**src/cdr_map.svh**
```systemverilog
`ifndef CDR_MAP_SVH
`define CDR_MAP_SVH

// byte indices within a diagnostic record
`define CDR_IDX_FAULT      4'h0
`define CDR_IDX_CLASS      4'h1
`define CDR_IDX_PAD_LOW    4'h2
`define CDR_IDX_PAD_HIGH   4'h3
`define CDR_IDX_CHTYPE     4'h4
`define CDR_IDX_BITS_CH    4'h5
`define CDR_IDX_CH_COUNT   4'h6
`define CDR_IDX_GROUP      4'h7
`define CDR_IDX_IN_A       4'h8
`define CDR_IDX_IN_B       4'h9
`define CDR_IDX_IN_C       4'ha
`define CDR_IDX_IN_D       4'hb
`define CDR_IDX_CNT0       4'hc
`define CDR_IDX_CNT1       4'hd
`define CDR_IDX_CNT2       4'he
`define CDR_IDX_RSV_TAIL   4'hf

// field positions
`define CDR_B0_FAIL_BIT    0
`define CDR_B0_EXT_BIT     2
`define CDR_B0_CHAN_BIT    3
`define CDR_B1_CHINFO_BIT  4
`define CDR_B3_LOST_BIT    6
`define CDR_B4_MORE_BIT    7

// fixed codes and reset values
`define CDR_CLASS_ANALOG   4'h5
`define CDR_CLASS_DIGITAL  4'hf
`define CDR_CHTYPE_DIN     7'h70
`define CDR_BITS_PER_CH    8'h08
`define CDR_NUM_CHANNELS   8'h08
`define CDR_ZERO_BYTE      8'h00

`endif

```
**src/cdr_pkg.sv**
```systemverilog
package cdr_pkg;

   // which message form record set 0 currently carries
   typedef enum logic [1:0]
   {
      ph_quiet,
      ph_incoming,
      ph_outgoing
   } cdr_phase_t;

   // state of one event tracker
   typedef struct packed
   {
      logic busy;   // process interrupt being serviced
      logic lost;   // recurrence seen, diagnosis open
      logic fwd;    // process interrupt pulse
      logic set_p;  // diagnosis opened pulse
      logic clr_p;  // diagnosis closed pulse
   } cdr_trk_st_t;

   // state of the record builder
   typedef struct packed
   {
      logic [7:0] rd_data;  // read answer byte
      logic       rd_valid; // read answer strobe
      cdr_phase_t phase;    // current message form
      logic       msg_in;   // incoming message pulse
      logic       msg_out;  // outgoing message pulse
   } cdr_main_st_t;

endpackage : cdr_pkg

```
**src/cdr_record_builder.sv**
```systemverilog
`timescale 1ns/10ps
`include "cdr_map.svh"

module cdr_record_builder
   import cdr_pkg::*;
#(
   parameter int NUM_INPUTS   = 16,  // digital inputs with edge events
   parameter int NUM_COUNTERS = 3,   // counters
   parameter int EV_PER_CNT   = 4    // events per counter
)
(
   input  wire logic                                  i_ref_clk,       // module clock
   input  wire logic                                  i_resetn,        // async reset
   input  wire logic [NUM_INPUTS-1:0]                 i_in_evt,        // input edges
   input  wire logic [NUM_INPUTS-1:0]                 i_in_done,       // input service done
   input  wire logic [NUM_COUNTERS*EV_PER_CNT-1:0]    i_cnt_evt,       // counter events
   input  wire logic [NUM_COUNTERS*EV_PER_CNT-1:0]    i_cnt_done,      // counter service done
   input  wire logic                                  i_tech_selected, // technology in use
   input  wire logic                                  i_diag_proc_cfg, // combined option set
   input  wire logic                                  i_diag_irq_en,   // diagnosis release
   input  wire logic                                  i_module_fail,   // module failure
   input  wire logic                                  i_external_err,  // external error
   input  wire logic                                  i_class_digital, // 1 digital, 0 analog
   input  wire logic                                  i_more_types,    // more channel types
   input  wire logic [6:0]                            i_group_err,     // group errors
   input  wire logic                                  i_rd_req,        // read request
   input  wire logic                                  i_rd_set,        // 0 set 0, 1 set 1
   input  wire logic [3:0]                            i_rd_index,      // byte index
   output logic      [7:0]                            o_rd_data,       // read byte
   output logic                                       o_rd_valid,      // read strobe
   output logic      [NUM_INPUTS-1:0]                 o_in_irq,        // input process irq
   output logic      [NUM_COUNTERS*EV_PER_CNT-1:0]    o_cnt_irq,       // counter process irq
   output logic                                       o_diag_incoming, // incoming pulse
   output logic                                       o_diag_outgoing, // outgoing pulse
   output logic                                       o_diag_active,   // any diagnosis open
   output cdr_pkg::cdr_phase_t                        o_msg_phase      // form of set 0
);

   localparam int NUM_CNT_EV = NUM_COUNTERS * EV_PER_CNT;  // counter event total

   cdr_main_st_t            st_reg;      // registered state
   cdr_main_st_t            st_next;     // next state

   logic                    diag_allow;  // diagnosis permitted
   logic [NUM_INPUTS-1:0]   in_lost;     // lost flags inputs
   logic [NUM_INPUTS-1:0]   in_set;      // opened pulses inputs
   logic [NUM_INPUTS-1:0]   in_clr;      // closed pulses inputs
   logic [NUM_CNT_EV-1:0]   cnt_lost;    // lost flags counters
   logic [NUM_CNT_EV-1:0]   cnt_set;     // opened pulses counters
   logic [NUM_CNT_EV-1:0]   cnt_clr;     // closed pulses counters
   logic                    any_lost;    // any lost flag
   logic                    any_set;     // any opened pulse
   logic                    any_clr;     // any closed pulse

   logic [7:0]              b_fault;     // byte 0
   logic [7:0]              b_class;     // byte 1
   logic [7:0]              b_pad_high;  // byte 3
   logic [7:0]              b_chtype;    // byte 4
   logic [7:0]              b_group;     // byte 7
   logic [7:0]              b_in [4];    // bytes 8 to 11
   logic [7:0]              b_cnt [3];   // bytes 12 to 14
   logic [7:0]              rec_byte;    // selected byte

   // spreads four flags onto the even bits of a byte
   function automatic logic [7:0] spread4(input logic [3:0] f);
      logic [7:0] b;
      b = 8'h00;
      b[0] = f[0];
      b[2] = f[1];
      b[4] = f[2];
      b[6] = f[3];
      return b;
   endfunction : spread4

   // gate for diagnostic interrupts
   always_comb
   begin
      diag_allow = i_tech_selected && i_diag_proc_cfg && i_diag_irq_en;
   end

   // one tracker per input event
   for (genvar gi = 0; gi < NUM_INPUTS; gi++)
   begin : g_in
      cdr_event_track u_trk
      (
         .i_ref_clk (i_ref_clk),
         .i_resetn  (i_resetn),
         .i_evt     (i_in_evt[gi]),
         .i_done    (i_in_done[gi]),
         .i_allow   (diag_allow),
         .o_fwd     (o_in_irq[gi]),
         .o_lost    (in_lost[gi]),
         .o_set     (in_set[gi]),
         .o_clr     (in_clr[gi])
      );
   end

   // one tracker per counter event
   for (genvar gc = 0; gc < NUM_CNT_EV; gc++)
   begin : g_cnt
      cdr_event_track u_trk
      (
         .i_ref_clk (i_ref_clk),
         .i_resetn  (i_resetn),
         .i_evt     (i_cnt_evt[gc]),
         .i_done    (i_cnt_done[gc]),
         .i_allow   (diag_allow),
         .o_fwd     (o_cnt_irq[gc]),
         .o_lost    (cnt_lost[gc]),
         .o_set     (cnt_set[gc]),
         .o_clr     (cnt_clr[gc])
      );
   end

   // summaries over all trackers
   always_comb
   begin
      any_lost = (|in_lost) || (|cnt_lost);
      any_set  = (|in_set) || (|cnt_set);
      any_clr  = (|in_clr) || (|cnt_clr);
   end

   // bytes of record set 0, same for every function
   always_comb
   begin
      // byte 0: error summary, fixed bits zero
      b_fault                   = `CDR_ZERO_BYTE;
      b_fault[`CDR_B0_FAIL_BIT] = i_module_fail;
      b_fault[`CDR_B0_EXT_BIT]  = i_external_err;
      b_fault[`CDR_B0_CHAN_BIT] = any_lost || (|i_group_err);
      // byte 1: module class and channel info
      b_class      = `CDR_ZERO_BYTE;
      b_class[3:0] = i_class_digital ? `CDR_CLASS_DIGITAL : `CDR_CLASS_ANALOG;
      b_class[`CDR_B1_CHINFO_BIT] = 1'b1;
      // byte 3: lost flag only in the incoming form
      b_pad_high = `CDR_ZERO_BYTE;
      if (st_reg.phase == ph_incoming)
      begin
         b_pad_high[`CDR_B3_LOST_BIT] = any_lost;
      end
   end

   // module specific bytes of record set 1
   always_comb
   begin
      // byte 4: channel type and more-types flag
      b_chtype                   = {1'b0, `CDR_CHTYPE_DIN};
      b_chtype[`CDR_B4_MORE_BIT] = i_more_types;
      // byte 7: group errors, top bit reserved
      b_group = {1'b0, i_group_err};
      // bytes 8 to 11: four inputs per byte, ascending
      for (int k = 0; k < 4; k++)
      begin
         b_in[k] = spread4(in_lost[k*4 +: 4]);
      end
      // bytes 12 to 14: closed, opened, over/underflow, compare
      for (int c = 0; c < 3; c++)
      begin
         b_cnt[c] = spread4(cnt_lost[c*EV_PER_CNT +: 4]);
      end
   end

   // selects the byte that a read asks for
   always_comb
   begin
      rec_byte = `CDR_ZERO_BYTE;
      unique case (i_rd_index)
         `CDR_IDX_FAULT:    rec_byte = b_fault;
         `CDR_IDX_CLASS:    rec_byte = b_class;
         `CDR_IDX_PAD_LOW:  rec_byte = `CDR_ZERO_BYTE;
         `CDR_IDX_PAD_HIGH: rec_byte = b_pad_high;
         `CDR_IDX_CHTYPE:   rec_byte = b_chtype;
         `CDR_IDX_BITS_CH:  rec_byte = `CDR_BITS_PER_CH;
         `CDR_IDX_CH_COUNT: rec_byte = `CDR_NUM_CHANNELS;
         `CDR_IDX_GROUP:    rec_byte = b_group;
         `CDR_IDX_IN_A:     rec_byte = b_in[0];
         `CDR_IDX_IN_B:     rec_byte = b_in[1];
         `CDR_IDX_IN_C:     rec_byte = b_in[2];
         `CDR_IDX_IN_D:     rec_byte = b_in[3];
         `CDR_IDX_CNT0:     rec_byte = b_cnt[0];
         `CDR_IDX_CNT1:     rec_byte = b_cnt[1];
         `CDR_IDX_CNT2:     rec_byte = b_cnt[2];
         `CDR_IDX_RSV_TAIL: rec_byte = `CDR_ZERO_BYTE;
      endcase
      // set 0 holds only its first four bytes
      if (!i_rd_set && (i_rd_index > `CDR_IDX_PAD_HIGH))
      begin
         rec_byte = `CDR_ZERO_BYTE;
      end
   end

   // next state: read answer and message sequencing
   always_comb
   begin
      st_next          = st_reg;
      st_next.rd_valid = i_rd_req;
      st_next.msg_in   = 1'b0;
      st_next.msg_out  = 1'b0;
      // read answer registered one cycle later
      if (i_rd_req)
      begin
         st_next.rd_data = rec_byte;
      end
      // outgoing message only while release still set
      if (any_clr && i_diag_irq_en)
      begin
         st_next.msg_out = 1'b1;
         st_next.phase   = ph_outgoing;
      end
      // a new incoming diagnosis wins the form of set 0
      if (any_set)
      begin
         st_next.msg_in = 1'b1;
         st_next.phase  = ph_incoming;
      end
   end

   // state register
   always_ff @(posedge i_ref_clk or negedge i_resetn)
   begin
      if (!i_resetn)
      begin
         st_reg.rd_data  <= 8'h00;
         st_reg.rd_valid <= 1'b0;
         st_reg.phase    <= ph_quiet;
         st_reg.msg_in   <= 1'b0;
         st_reg.msg_out  <= 1'b0;
      end
      else
      begin
         st_reg <= st_next;
      end
   end

   // outputs from registers
   assign o_rd_data       = st_reg.rd_data;
   assign o_rd_valid      = st_reg.rd_valid;
   assign o_diag_incoming = st_reg.msg_in;
   assign o_diag_outgoing = st_reg.msg_out;
   assign o_msg_phase     = st_reg.phase;
   assign o_diag_active   = any_lost;

endmodule : cdr_record_builder

```
**src/cdr_event_track.sv**
```systemverilog
`timescale 1ns/10ps

module cdr_event_track
   import cdr_pkg::*;
(
   input  wire logic i_ref_clk,  // module clock
   input  wire logic i_resetn,   // async reset, active low
   input  wire logic i_evt,      // event occurred, one cycle
   input  wire logic i_done,     // servicing of this event finished
   input  wire logic i_allow,    // diagnostic interrupts permitted
   output logic      o_fwd,      // process interrupt pulse
   output logic      o_lost,     // lost flag level
   output logic      o_set,      // diagnosis opened pulse
   output logic      o_clr       // diagnosis closed pulse
);

   cdr_trk_st_t st_reg;   // registered state
   cdr_trk_st_t st_next;  // next state

   // next state of one event
   always_comb
   begin
      st_next       = st_reg;
      st_next.fwd   = 1'b0;
      st_next.set_p = 1'b0;
      st_next.clr_p = 1'b0;
      if (st_reg.lost)
      begin
         // new events are dropped while diagnosis open
         if (i_done)
         begin
            st_next.lost  = 1'b0;
            st_next.busy  = 1'b0;
            st_next.clr_p = 1'b1;
         end
      end
      else if (st_reg.busy)
      begin
         // recurrence during servicing
         if (i_evt && !i_done && i_allow)
         begin
            st_next.lost  = 1'b1;
            st_next.set_p = 1'b1;
         end
         else if (i_done)
         begin
            // event on the done edge starts a new service
            st_next.busy = i_evt;
            st_next.fwd  = i_evt;
         end
      end
      else if (i_evt)
      begin
         // first occurrence goes out as process interrupt
         st_next.busy = 1'b1;
         st_next.fwd  = 1'b1;
      end
   end

   // state register
   always_ff @(posedge i_ref_clk or negedge i_resetn)
   begin
      if (!i_resetn)
         st_reg <= '0;
      else
         st_reg <= st_next;
   end

   assign o_fwd  = st_reg.fwd;
   assign o_lost = st_reg.lost;
   assign o_set  = st_reg.set_p;
   assign o_clr  = st_reg.clr_p;

endmodule : cdr_event_track

```
**config.mk**
```make
export PLATFORM = sky130hd
export DESIGN_NAME = cdr_record_builder
export DESIGN_NICKNAME = d
export VERILOG_FILES = /design/src/cdr_pkg.sv /design/src/cdr_record_builder.sv /design/src/cdr_event_track.sv
export VERILOG_INCLUDE_DIRS = /design/src
export SDC_FILE = /design/constraint.sdc
export NUM_CORES = 1
export LEC_CHECK = 0
export BUFFER_PORTS_ARGS = -buffer_cell sky130_fd_sc_hd__buf_2
export CAP_MARGIN = 20
export CORE_ASPECT_RATIO = 1.5
export CORE_MARGIN = 2
export CORE_UTILIZATION = 42
export CTS_CLUSTER_DIAMETER = 40
export DETAILED_ROUTE_END_ITERATION = 6
export SLEW_MARGIN = 10
export SYNTH_ARGS = -nofsm -noshare
export SYNTH_HDL_FRONTEND = slang
export SYNTH_SLANG_ARGS = --single-unit
```
**constraint.sdc**
```tcl
create_clock -name i_ref_clk -period 4.4 [get_ports i_ref_clk]
set_clock_uncertainty 0.15 [all_clocks]
set_input_delay 0.88 -clock i_ref_clk [delete_from_list [all_inputs] [get_ports i_ref_clk]]
set_output_delay 0.88 -clock i_ref_clk [all_outputs]
set_load 0.02 [all_outputs]
```
==> results of run 1 <==
kinds of logic after synthesis:
family / after synthesis / share of synthesized area
buffers and inverters: 78 / 0.06764
xor gates and xnor gates: 1 / 0.001457
muxes: 5 / 0.01041
DFF: 153 / 0.6368
and+or+nand+nor: 213 / 0.1842
AOI/OAI and AO/OA: 90 / 0.09948
cells in the final DEF (no fill, tap or decap), types with 2 or more instances in the layout:
cell type | synthesis | layout
nand2b_1 | 29 | 29
nand2_1 | 70 | 70
a21oi_1 | 27 | 27
a32oi_1 | 2 | 2
bufinv_16 | 0 | 7
clkbuf_1 | 4 | 2
nand4_1 | 3 | 3
a31oi_1 | 2 | 2
a22oi_1 | 3 | 3
nor3_1 | 32 | 32
nand3_1 | 5 | 5
mux2i_1 | 4 | 4
dfrtp_1 | 153 | 153
a21o_1 | 24 | 24
nor2_1 | 7 | 7
nor2b_1 | 2 | 2
and2_1 | 28 | 28
o22ai_1 | 7 | 7
o21bai_1 | 4 | 4
buf_2 | 4 | 118
clkbuf_16 | 0 | 17
o21ai_0 | 9 | 9
and3_1 | 10 | 10
nor4_1 | 22 | 22
o21a_1 | 2 | 2
inv_1 | 41 | 41
clkinv_4 | 0 | 3
clkbuf_8 | 0 | 2
per-layer routing:
| layer | track usage | routed length [microns] | up-vias |
|---|---|---|---|
| li1 | - | - | 2017 |
| met1 | 0.2222 | 5443 | 2091 |
| met2 | 0.3477 | 7806 | 125 |
| met3 | 0.04875 | 688 | 38 |
| met4 | 0.09662 | 522 | 0 |
| met5 | 0 | 0 | - |
power by group through the flow:
stage	Sequential, mW	Clock, mW	Combinational, mW
after floorplan	1.54	0	0.183
after global placement	1.54	0	0.309
after detailed placement	1.54	0	0.315
after CTS	1.52	1.74	0.317
after global routing	1.52	1.80	0.345
final	1.52	1.71	0.312
per-stage QoR:
stage	area (sq um)	cells	total power, mW	setup slack, ns	util
after detailed placement	6629	816	1.856	1.873	0.4738
after floorplan	6012	540	1.725	2.314	-
after CTS	7331	848	3.575	1.446	0.5239
after global placement	6629	816	1.848	1.935	0.4738
final	7331	848	3.539	1.441	0.5239
after global routing	7331	848	3.668	1.367	0.5239
final timing paths:
kind	start	to	slack [ns]	cells after the start
setup / recovery	g_in[13].u_trk.o_lost	o_diag_active	1.44	4
hold / removal	g_in[5].u_trk.st_reg[4]	g_in[5].u_trk.o_fwd	0.30	1
setup reg to reg	g_in[13].u_trk.o_lost	o_rd_data[6]	2.35	5
hold reg to reg	g_in[5].u_trk.st_reg[4]	g_in[5].u_trk.o_fwd	0.30	1
max in group asynchronous	i_resetn	g_in[9].u_trk.o_fwd	2.86	2
min in group asynchronous	i_resetn	g_cnt[10].u_trk.o_fwd	0.37	1
layout make-up:
cell class / count / area, sq um
fillers: 1243 / 6661
multi-input cells: 309 / 1777
well taps: 192 / 240.2
flip-flops and latches: 153 / 3829
clock buffers: 21 / 460.4
repair buffers: 121 / 629.4
clock inverters: 11 / 241.5
inverters: 41 / 153.9
==> flow_metrics.tcl, run 1 <==
set metrics [dict create \
    status "complete, no violations" \
    ys_types 42 \
    required_ns 3.37 \
    ys_seq_area_frac 0.6368 \
    hpwl_microns 10740 \
    syn_avg_cell_area_sq_um 11.13 \
    drtAntennaViolNets 0 \
    slew_violations 0 \
    finalHoldViolations 0 \
    cap_viol_max_count 0 \
    slowest_stage "nor4_1" \
    seqPwrFrac 0.428 \
    cp-end-kind "output port" \
    synth.most_common_cell "dfrtp_1" \
    arrival_ns 1.93 \
    path_buf_inv 1 \
    ys.warnings.count 0 \
    grt_pass1_vias 4478 \
    crit_type "reg2out" \
    synth-edff-count 0 \
    syn_area_sq_um 6012 \
    antenna_found_initial 0 \
    grt_usage 0.1985 \
    drt_iter0_drc 322 \
    postCtsResizedCells 0 \
    start_kind "register" \
    clkPwrFrac 0.483 \
    critical_path.max_fanout 5 \
    setup_viol 0 \
    diodes 0 \
    cts_buffers 17 \
    synthToLayoutAreaGrowth_pct 21.94 \
    die_w_microns 101.7 \
    dieArea_sq_um 15310 \
    coreArea_sq_um 13990 \
    h-tree-depth 4 \
    portBuffers 119 \
    wl_per_cell_microns 17.05 \
    fin_nets 721 \
    power.switching_mw 0.8008 \
    clockBufferDepth 2 \
    power.internal_mw 2.739 \
    fin_crit_sh 0.6725 \
    p_per_area_nw_per_um2 482.8 \
    max_freq_ghz 0.3379 \
    ys_top_cells_by_area "dfrtp_1 (64%), nand2_1 (4.4%), buf_4 (3.6%), nand2b_1 (3.0%), a21o_1 (3.0%)" \
    worstMarginPinSlew_ns 0.7966 \
    switching_share 0.2263 \
    synth.top_cell.area_share 0.6368 \
    initial_core_util 0.4297 \
    via_count 4271 \
    die_height_microns 150.5 \
    grt_max_degree 88 \
    drc 0 \
    grt_pass1_wl_microns 22650 \
    cellLeakagePower_nw 3.928 \
    peakVddDrop_uv 221.1 \
    holdWs_ns 0.2969 \
    rsz0062_at_grt "false" \
    cts.sinks 153 \
    async_flop_share 1.000 \
    hold_buffers 0 \
    clock_latency_ns 0.41 \
    crit_chain "nor4_1 -> and4_1 -> nand4_2 -> buf_2" \
    comb_power_share 0.088 \
    final_layout_size_suffix_gt1_frac 0.2363 \
    hold_class "reg2reg" \
    synthCells 540 \
    cts_setup_buffers 0 \
    setup_tns_ns 0 \
    relSlewSlack 0.4689 \
    clk_pin_slew_ns 0.06 \
    slowest_delay_ns 0.46 \
    crit_family "simple AND/OR/NAND/NOR gates" \
    cts_tree "built" \
    ys_seq_elements 153 \
    routed_wirelength_microns 14460 \
    synthTopCellsByCount "dfrtp_1 (153), nand2_1 (70), inv_1 (41)" \
    period_needed_ns 2.959 \
    yosys_most_used_dff "dfrtp_1" \
    io_pins 120 \
    overflow 0 \
    drtPass1Iterations 4 \
    rows 53 \
    avgViaCountPerCell 5.037 \
    gp_congestion 0.9008 \
    yosys.area.top_type "dfrtp_1" \
    syn_nets 618 \
    root_buffer "clkbuf_16" \
]
Note: power is estimated with default switching activity, not from simulation.
==> inputs of run 2 (changes only) <==
clock period = 3 ns   (was 4.4 ns; I/O delays follow)
==> flow_metrics.tcl, run 2 (synthesis results as in run 1) <==
set metrics [dict create \
    hold_buffers 0 \
    initial_core_util 0.4297 \
    grt_usage 0.1979 \
    postCtsResizedCells 0 \
    clockBufferDepth 2 \
    arrival_ns 1.88 \
    critical_path.max_fanout 5 \
    clock_latency_ns 0.42 \
    drtPass1Iterations 4 \
    h-tree-depth 4 \
    rows 53 \
    setup_tns_ns 0 \
    via_count 4271 \
    worstMarginPinSlew_ns 0.7238 \
    status "finished with violations" \
    grt_max_degree 63 \
    peakVddDrop_uv 410.1 \
    p_per_area_nw_per_um2 670.3 \
    diodes 0 \
    fin_nets 722 \
    antenna_found_initial 0 \
    holdWs_ns -0.004907 \
    avgViaCountPerCell 5.031 \
    layout_common_cells "dfrtp_1 (153), buf_2 (118), nand2_1 (70)" \
    cts_buffers 17 \
    cp-end-kind "output port" \
    cellLeakagePower_nw 3.881 \
    start_kind "register" \
    dieArea_sq_um 15310 \
    dp_cells 817 \
    root_buffer "clkbuf_16" \
    gp_congestion 0.8982 \
    layout.cells.non_filler 849 \
    wl_per_cell_microns 17.02 \
    placed_cell_area_sq_um 6649 \
    die_height_microns 150.5 \
    setup_viol 0 \
    cts.sinks 153 \
    r2r_start "g_in[13].u_trk.o_lost" \
    grt_pass1_vias 4386 \
    layout_commonest_cell "dfrtp_1" \
    drtAntennaViolNets 0 \
    relSlewSlack 0.5130 \
    design_area_sq_um 7256 \
    coreArea_sq_um 13990 \
    max_freq_ghz 0.3802 \
    overflow 0 \
    violations "hold timing" \
    period_needed_ns 2.630 \
    finalHoldViolations 4 \
    slew_violations 0 \
    rsz0062_at_grt "false" \
    worstSetupStartpoint "g_in[13].u_trk.o_lost" \
    fin_crit_sh 0.8768 \
    drc 0 \
    grt_pass1_wl_microns 22270 \
    cts_setup_buffers 0 \
    drt_iter0_drc 305 \
    routed_wirelength_microns 14450 \
    synthToLayoutAreaGrowth_pct 20.69 \
    required_ns 2.25 \
    portBuffers 119 \
    crit_type "reg2out" \
    place_ws_ns 0.7770 \
    io_pins 120 \
    hpwl_microns 10900 \
    p_total_mw 4.864 \
    clk_pin_slew_ns 0.06 \
    cts_tree "built" \
    cap_viol_max_count 0 \
    setup_slack_ns 0.3697 \
    hold_class "in2async" \
    final_layout_size_suffix_gt1_frac 0.2344 \
    die_w_microns 101.7 \
]
## run 2: through the flow
stage          hold WS, ns  utilization
2_1_floorplan       0.1544            -
3_3_place_gp        0.2802       0.4752
3_5_place_dp        0.2840       0.4752
4_1_cts            0.02267       0.5186
5_1_grt            0.04098       0.5186
6_report         -0.004907       0.5186
## run 2: worst max-delay path: stages (launching register included)
cell and delay (ns):
dfrtp_1 0.42, nor4_1 0.41, and4_1 0.28, nand4_2 0.14
buf_2 0.22
## run 2: cell type report
class                   instances  area, sq um
clock buffers                  23        467.9
well taps                     192        240.2
flip-flops and latches        153         3829
repair buffers                122        649.4
clock inverters                 9        138.9
multi-input cells             309         1777
inverters                      41        153.9
fillers                      1266         6736
## run 2: path summary, 6_finish.rpt
| kind | end | slack (ns) | depth (start not counted) |
|---|---|---|---|
| worst max-delay path | o_diag_active | 0.37 | 4 |
| worst min-delay path | g_in[3].u_trk.o_fwd | -0.005 | 1 |
| worst max register to register | o_rd_data[3] | 1.01 | 5 |
| worst min register to register | g_in[9].u_trk.o_fwd | 0.30 | 1 |
| max in group asynchronous | g_in[12].u_trk.o_fwd | 2.00 | 2 |
| min in group i_ref_clk | g_in[4].u_trk.o_lost | 0.24 | 2 |
## run 2: power by group
group          switching (mW)  internal (mW)
sequential             0.0584           2.16
clock                   0.819           1.36
combinational           0.300          0.163
total                    1.18           3.69
## run 2: metal layers
layer	wire [microns]	global-route usage	vias to the layer above
met2	7822	0.3487	123
li1	-	-	2024
met1	5419	0.2179	2092
met3	673	0.04875	32
met4	539	0.1000	0
met5	0	0	-
==> inputs of run 3 (changes only) <==
--- a/config.mk
+++ b/config.mk
@@ -9,3 +9,3 @@
 export BUFFER_PORTS_ARGS = -buffer_cell sky130_fd_sc_hd__buf_2
-export CAP_MARGIN = 20
+export CAP_MARGIN = 10
 export CORE_ASPECT_RATIO = 1.5
==> constraint.sdc (replaced) <==
create_clock -name i_ref_clk -period 3 [get_ports i_ref_clk]
set_clock_uncertainty 0.15 [all_clocks]
set_input_delay 0.45 -clock i_ref_clk [delete_from_list [all_inputs] [get_ports i_ref_clk]]
set_output_delay 0.45 -clock i_ref_clk [all_outputs]
set_load 0.02 [all_outputs]
==> flow_metrics.tcl, run 3 (synthesis results as in run 1) <==
set metrics [dict create \
    die_height_microns 150.5 \
    antenna_found_initial 0 \
    place_ws_ns 0.8339 \
    max_freq_ghz 0.4057 \
    rsz0062_at_grt "false" \
    status "complete, no violations" \
    fin_crit_sh 0.8217 \
    clock_latency_ns 0.40 \
    arrival_ns 1.87 \
    dieArea_sq_um 15310 \
    cts_buffers 17 \
    wl_per_cell_microns 16.92 \
    drtPass1Iterations 4 \
    crit_type "reg2out" \
    drt_iter0_drc 197 \
    seq_area_sq_um 3829 \
    avgViaCountPerCell 5.051 \
    grt_usage 0.1987 \
    synthToLayoutAreaGrowth_pct 20.00 \
    cts_tree "built" \
    grt_max_degree 61 \
    die_w_microns 101.7 \
    drc 0 \
    clk_pin_slew_ns 0.06 \
    multi_input_area_sq_um 1777 \
    cellLeakagePower_nw 3.866 \
    grt_pass1_vias 4518 \
    diodes 0 \
    hold_class "in2reg" \
    cp-end-kind "output port" \
    period_needed_ns 2.465 \
    setup_slack_ns 0.5350 \
    root_buffer "clkbuf_16" \
    worstSetupStartpoint "g_in[13].u_trk.o_lost" \
    p_per_area_nw_per_um2 654.5 \
    cts_setup_buffers 0 \
    grt_pass1_wl_microns 22750 \
    fin_nets 724 \
    final_core_util 0.5156 \
    relSlewSlack 0.5202 \
    postCtsResizedCells 0 \
    cap_viol_max_count 0 \
    initial_core_util 0.4297 \
    required_ns 2.40 \
    peakVddDrop_uv 370.4 \
    worstMarginPinSlew_ns 0.7177 \
    setup_tns_ns 0 \
    layout_common_cells "dfrtp_1 (153), buf_2 (118), nand2_1 (70)" \
    finalHoldViolations 0 \
    drtAntennaViolNets 0 \
    h-tree-depth 4 \
    start_kind "register" \
    r2r_start "g_in[13].u_trk.o_lost" \
    clockBufferDepth 2 \
    io_pins 120 \
    coreArea_sq_um 13990 \
    setup_viol 0 \
    overflow 0 \
    routed_wirelength_microns 14380 \
    rows 53 \
    slew_violations 0 \
    hold_buffers 1 \
    cts.sinks 153 \
    final_layout_size_suffix_gt1_frac 0.2371 \
    portBuffers 119 \
    layout_commonest_cell "dfrtp_1" \
    via_count 4293 \
    hp-start "i_cnt_done[6]" \
    hpwl_microns 11090 \
    critical_path.max_fanout 5 \
    fillerInstances 1284 \
    gp_congestion 0.8640 \
]
[run 3: cell count changes in the layout (fill, tap and decap cells not counted), sizes merged]
cell and change:
buf +1, bufinv -1, clkbuf -4, clkinv +4
clkinvlp +1, dlygate4sd3 +1, inv -1
[run 3: final cells by class]
cell class | count | area share
clock buffers | 19 | 0.06001
flip-flops and latches | 153 | 0.5307
well taps | 192 | 0.03330
clock inverters | 12 | 0.01769
inverters | 41 | 0.02133
repair buffers | 124 | 0.09070
multi-input cells | 309 | 0.2463
[run 3: per-layer routing]
metal | global-route usage | routed length, microns | up-vias
met3 | 0.04550 | 606 | 45
met5 | 0 | 0 | -
met4 | 0.1135 | 675 | 0
met2 | 0.3434 | 7770 | 122
met1 | 0.2213 | 5325 | 2100
li1 | - | - | 2026
[run 3: through the flow]
stage / area (sq um) / hold slack (ns) / total power, mW / instances
global placement: 6644 / 0.2827 / 2.718 / 818
global route: 7214 / 0.07834 / 4.905 / 850
finish: 7214 / 0.08728 / 4.722 / 850
floorplan: 6012 / 0.004409 / 2.530 / 540
detailed placement: 6644 / 0.2870 / 2.726 / 818
CTS: 7214 / 0.07207 / 4.770 / 850
[run 3: path summary, 6_finish.rpt]
path                                           endpoint  slack (ns)  cells past startpoint
worst max register to register             o_rd_data[6]        1.04                      5
worst min-delay path              g_cnt[6].u_trk.o_lost        0.09                      2
worst max-delay path                      o_diag_active        0.53                      4
min in group asynchronous       g_in[0].u_trk.st_reg[4]        0.42                      2
max in group asynchronous          g_cnt[8].u_trk.o_set        1.56                      3
worst min register to register      g_in[2].u_trk.o_fwd        0.29                      1
[run 3: worst max-delay path: stages, from the launching register on]
cell and delay, ns:
dfrtp_1 0.43, nor4_1 0.41, and4_1 0.27, nand4_2 0.13, buf_2 0.22
[run 3: power by group]
group / switching [mW] / total [mW] / internal, mW
registers: 0.0548 / 2.22 / 2.16
logic: 0.302 / 0.464 / 0.162
clock network: 0.823 / 2.04 / 1.22
total: 1.18 / 4.72 / 3.54
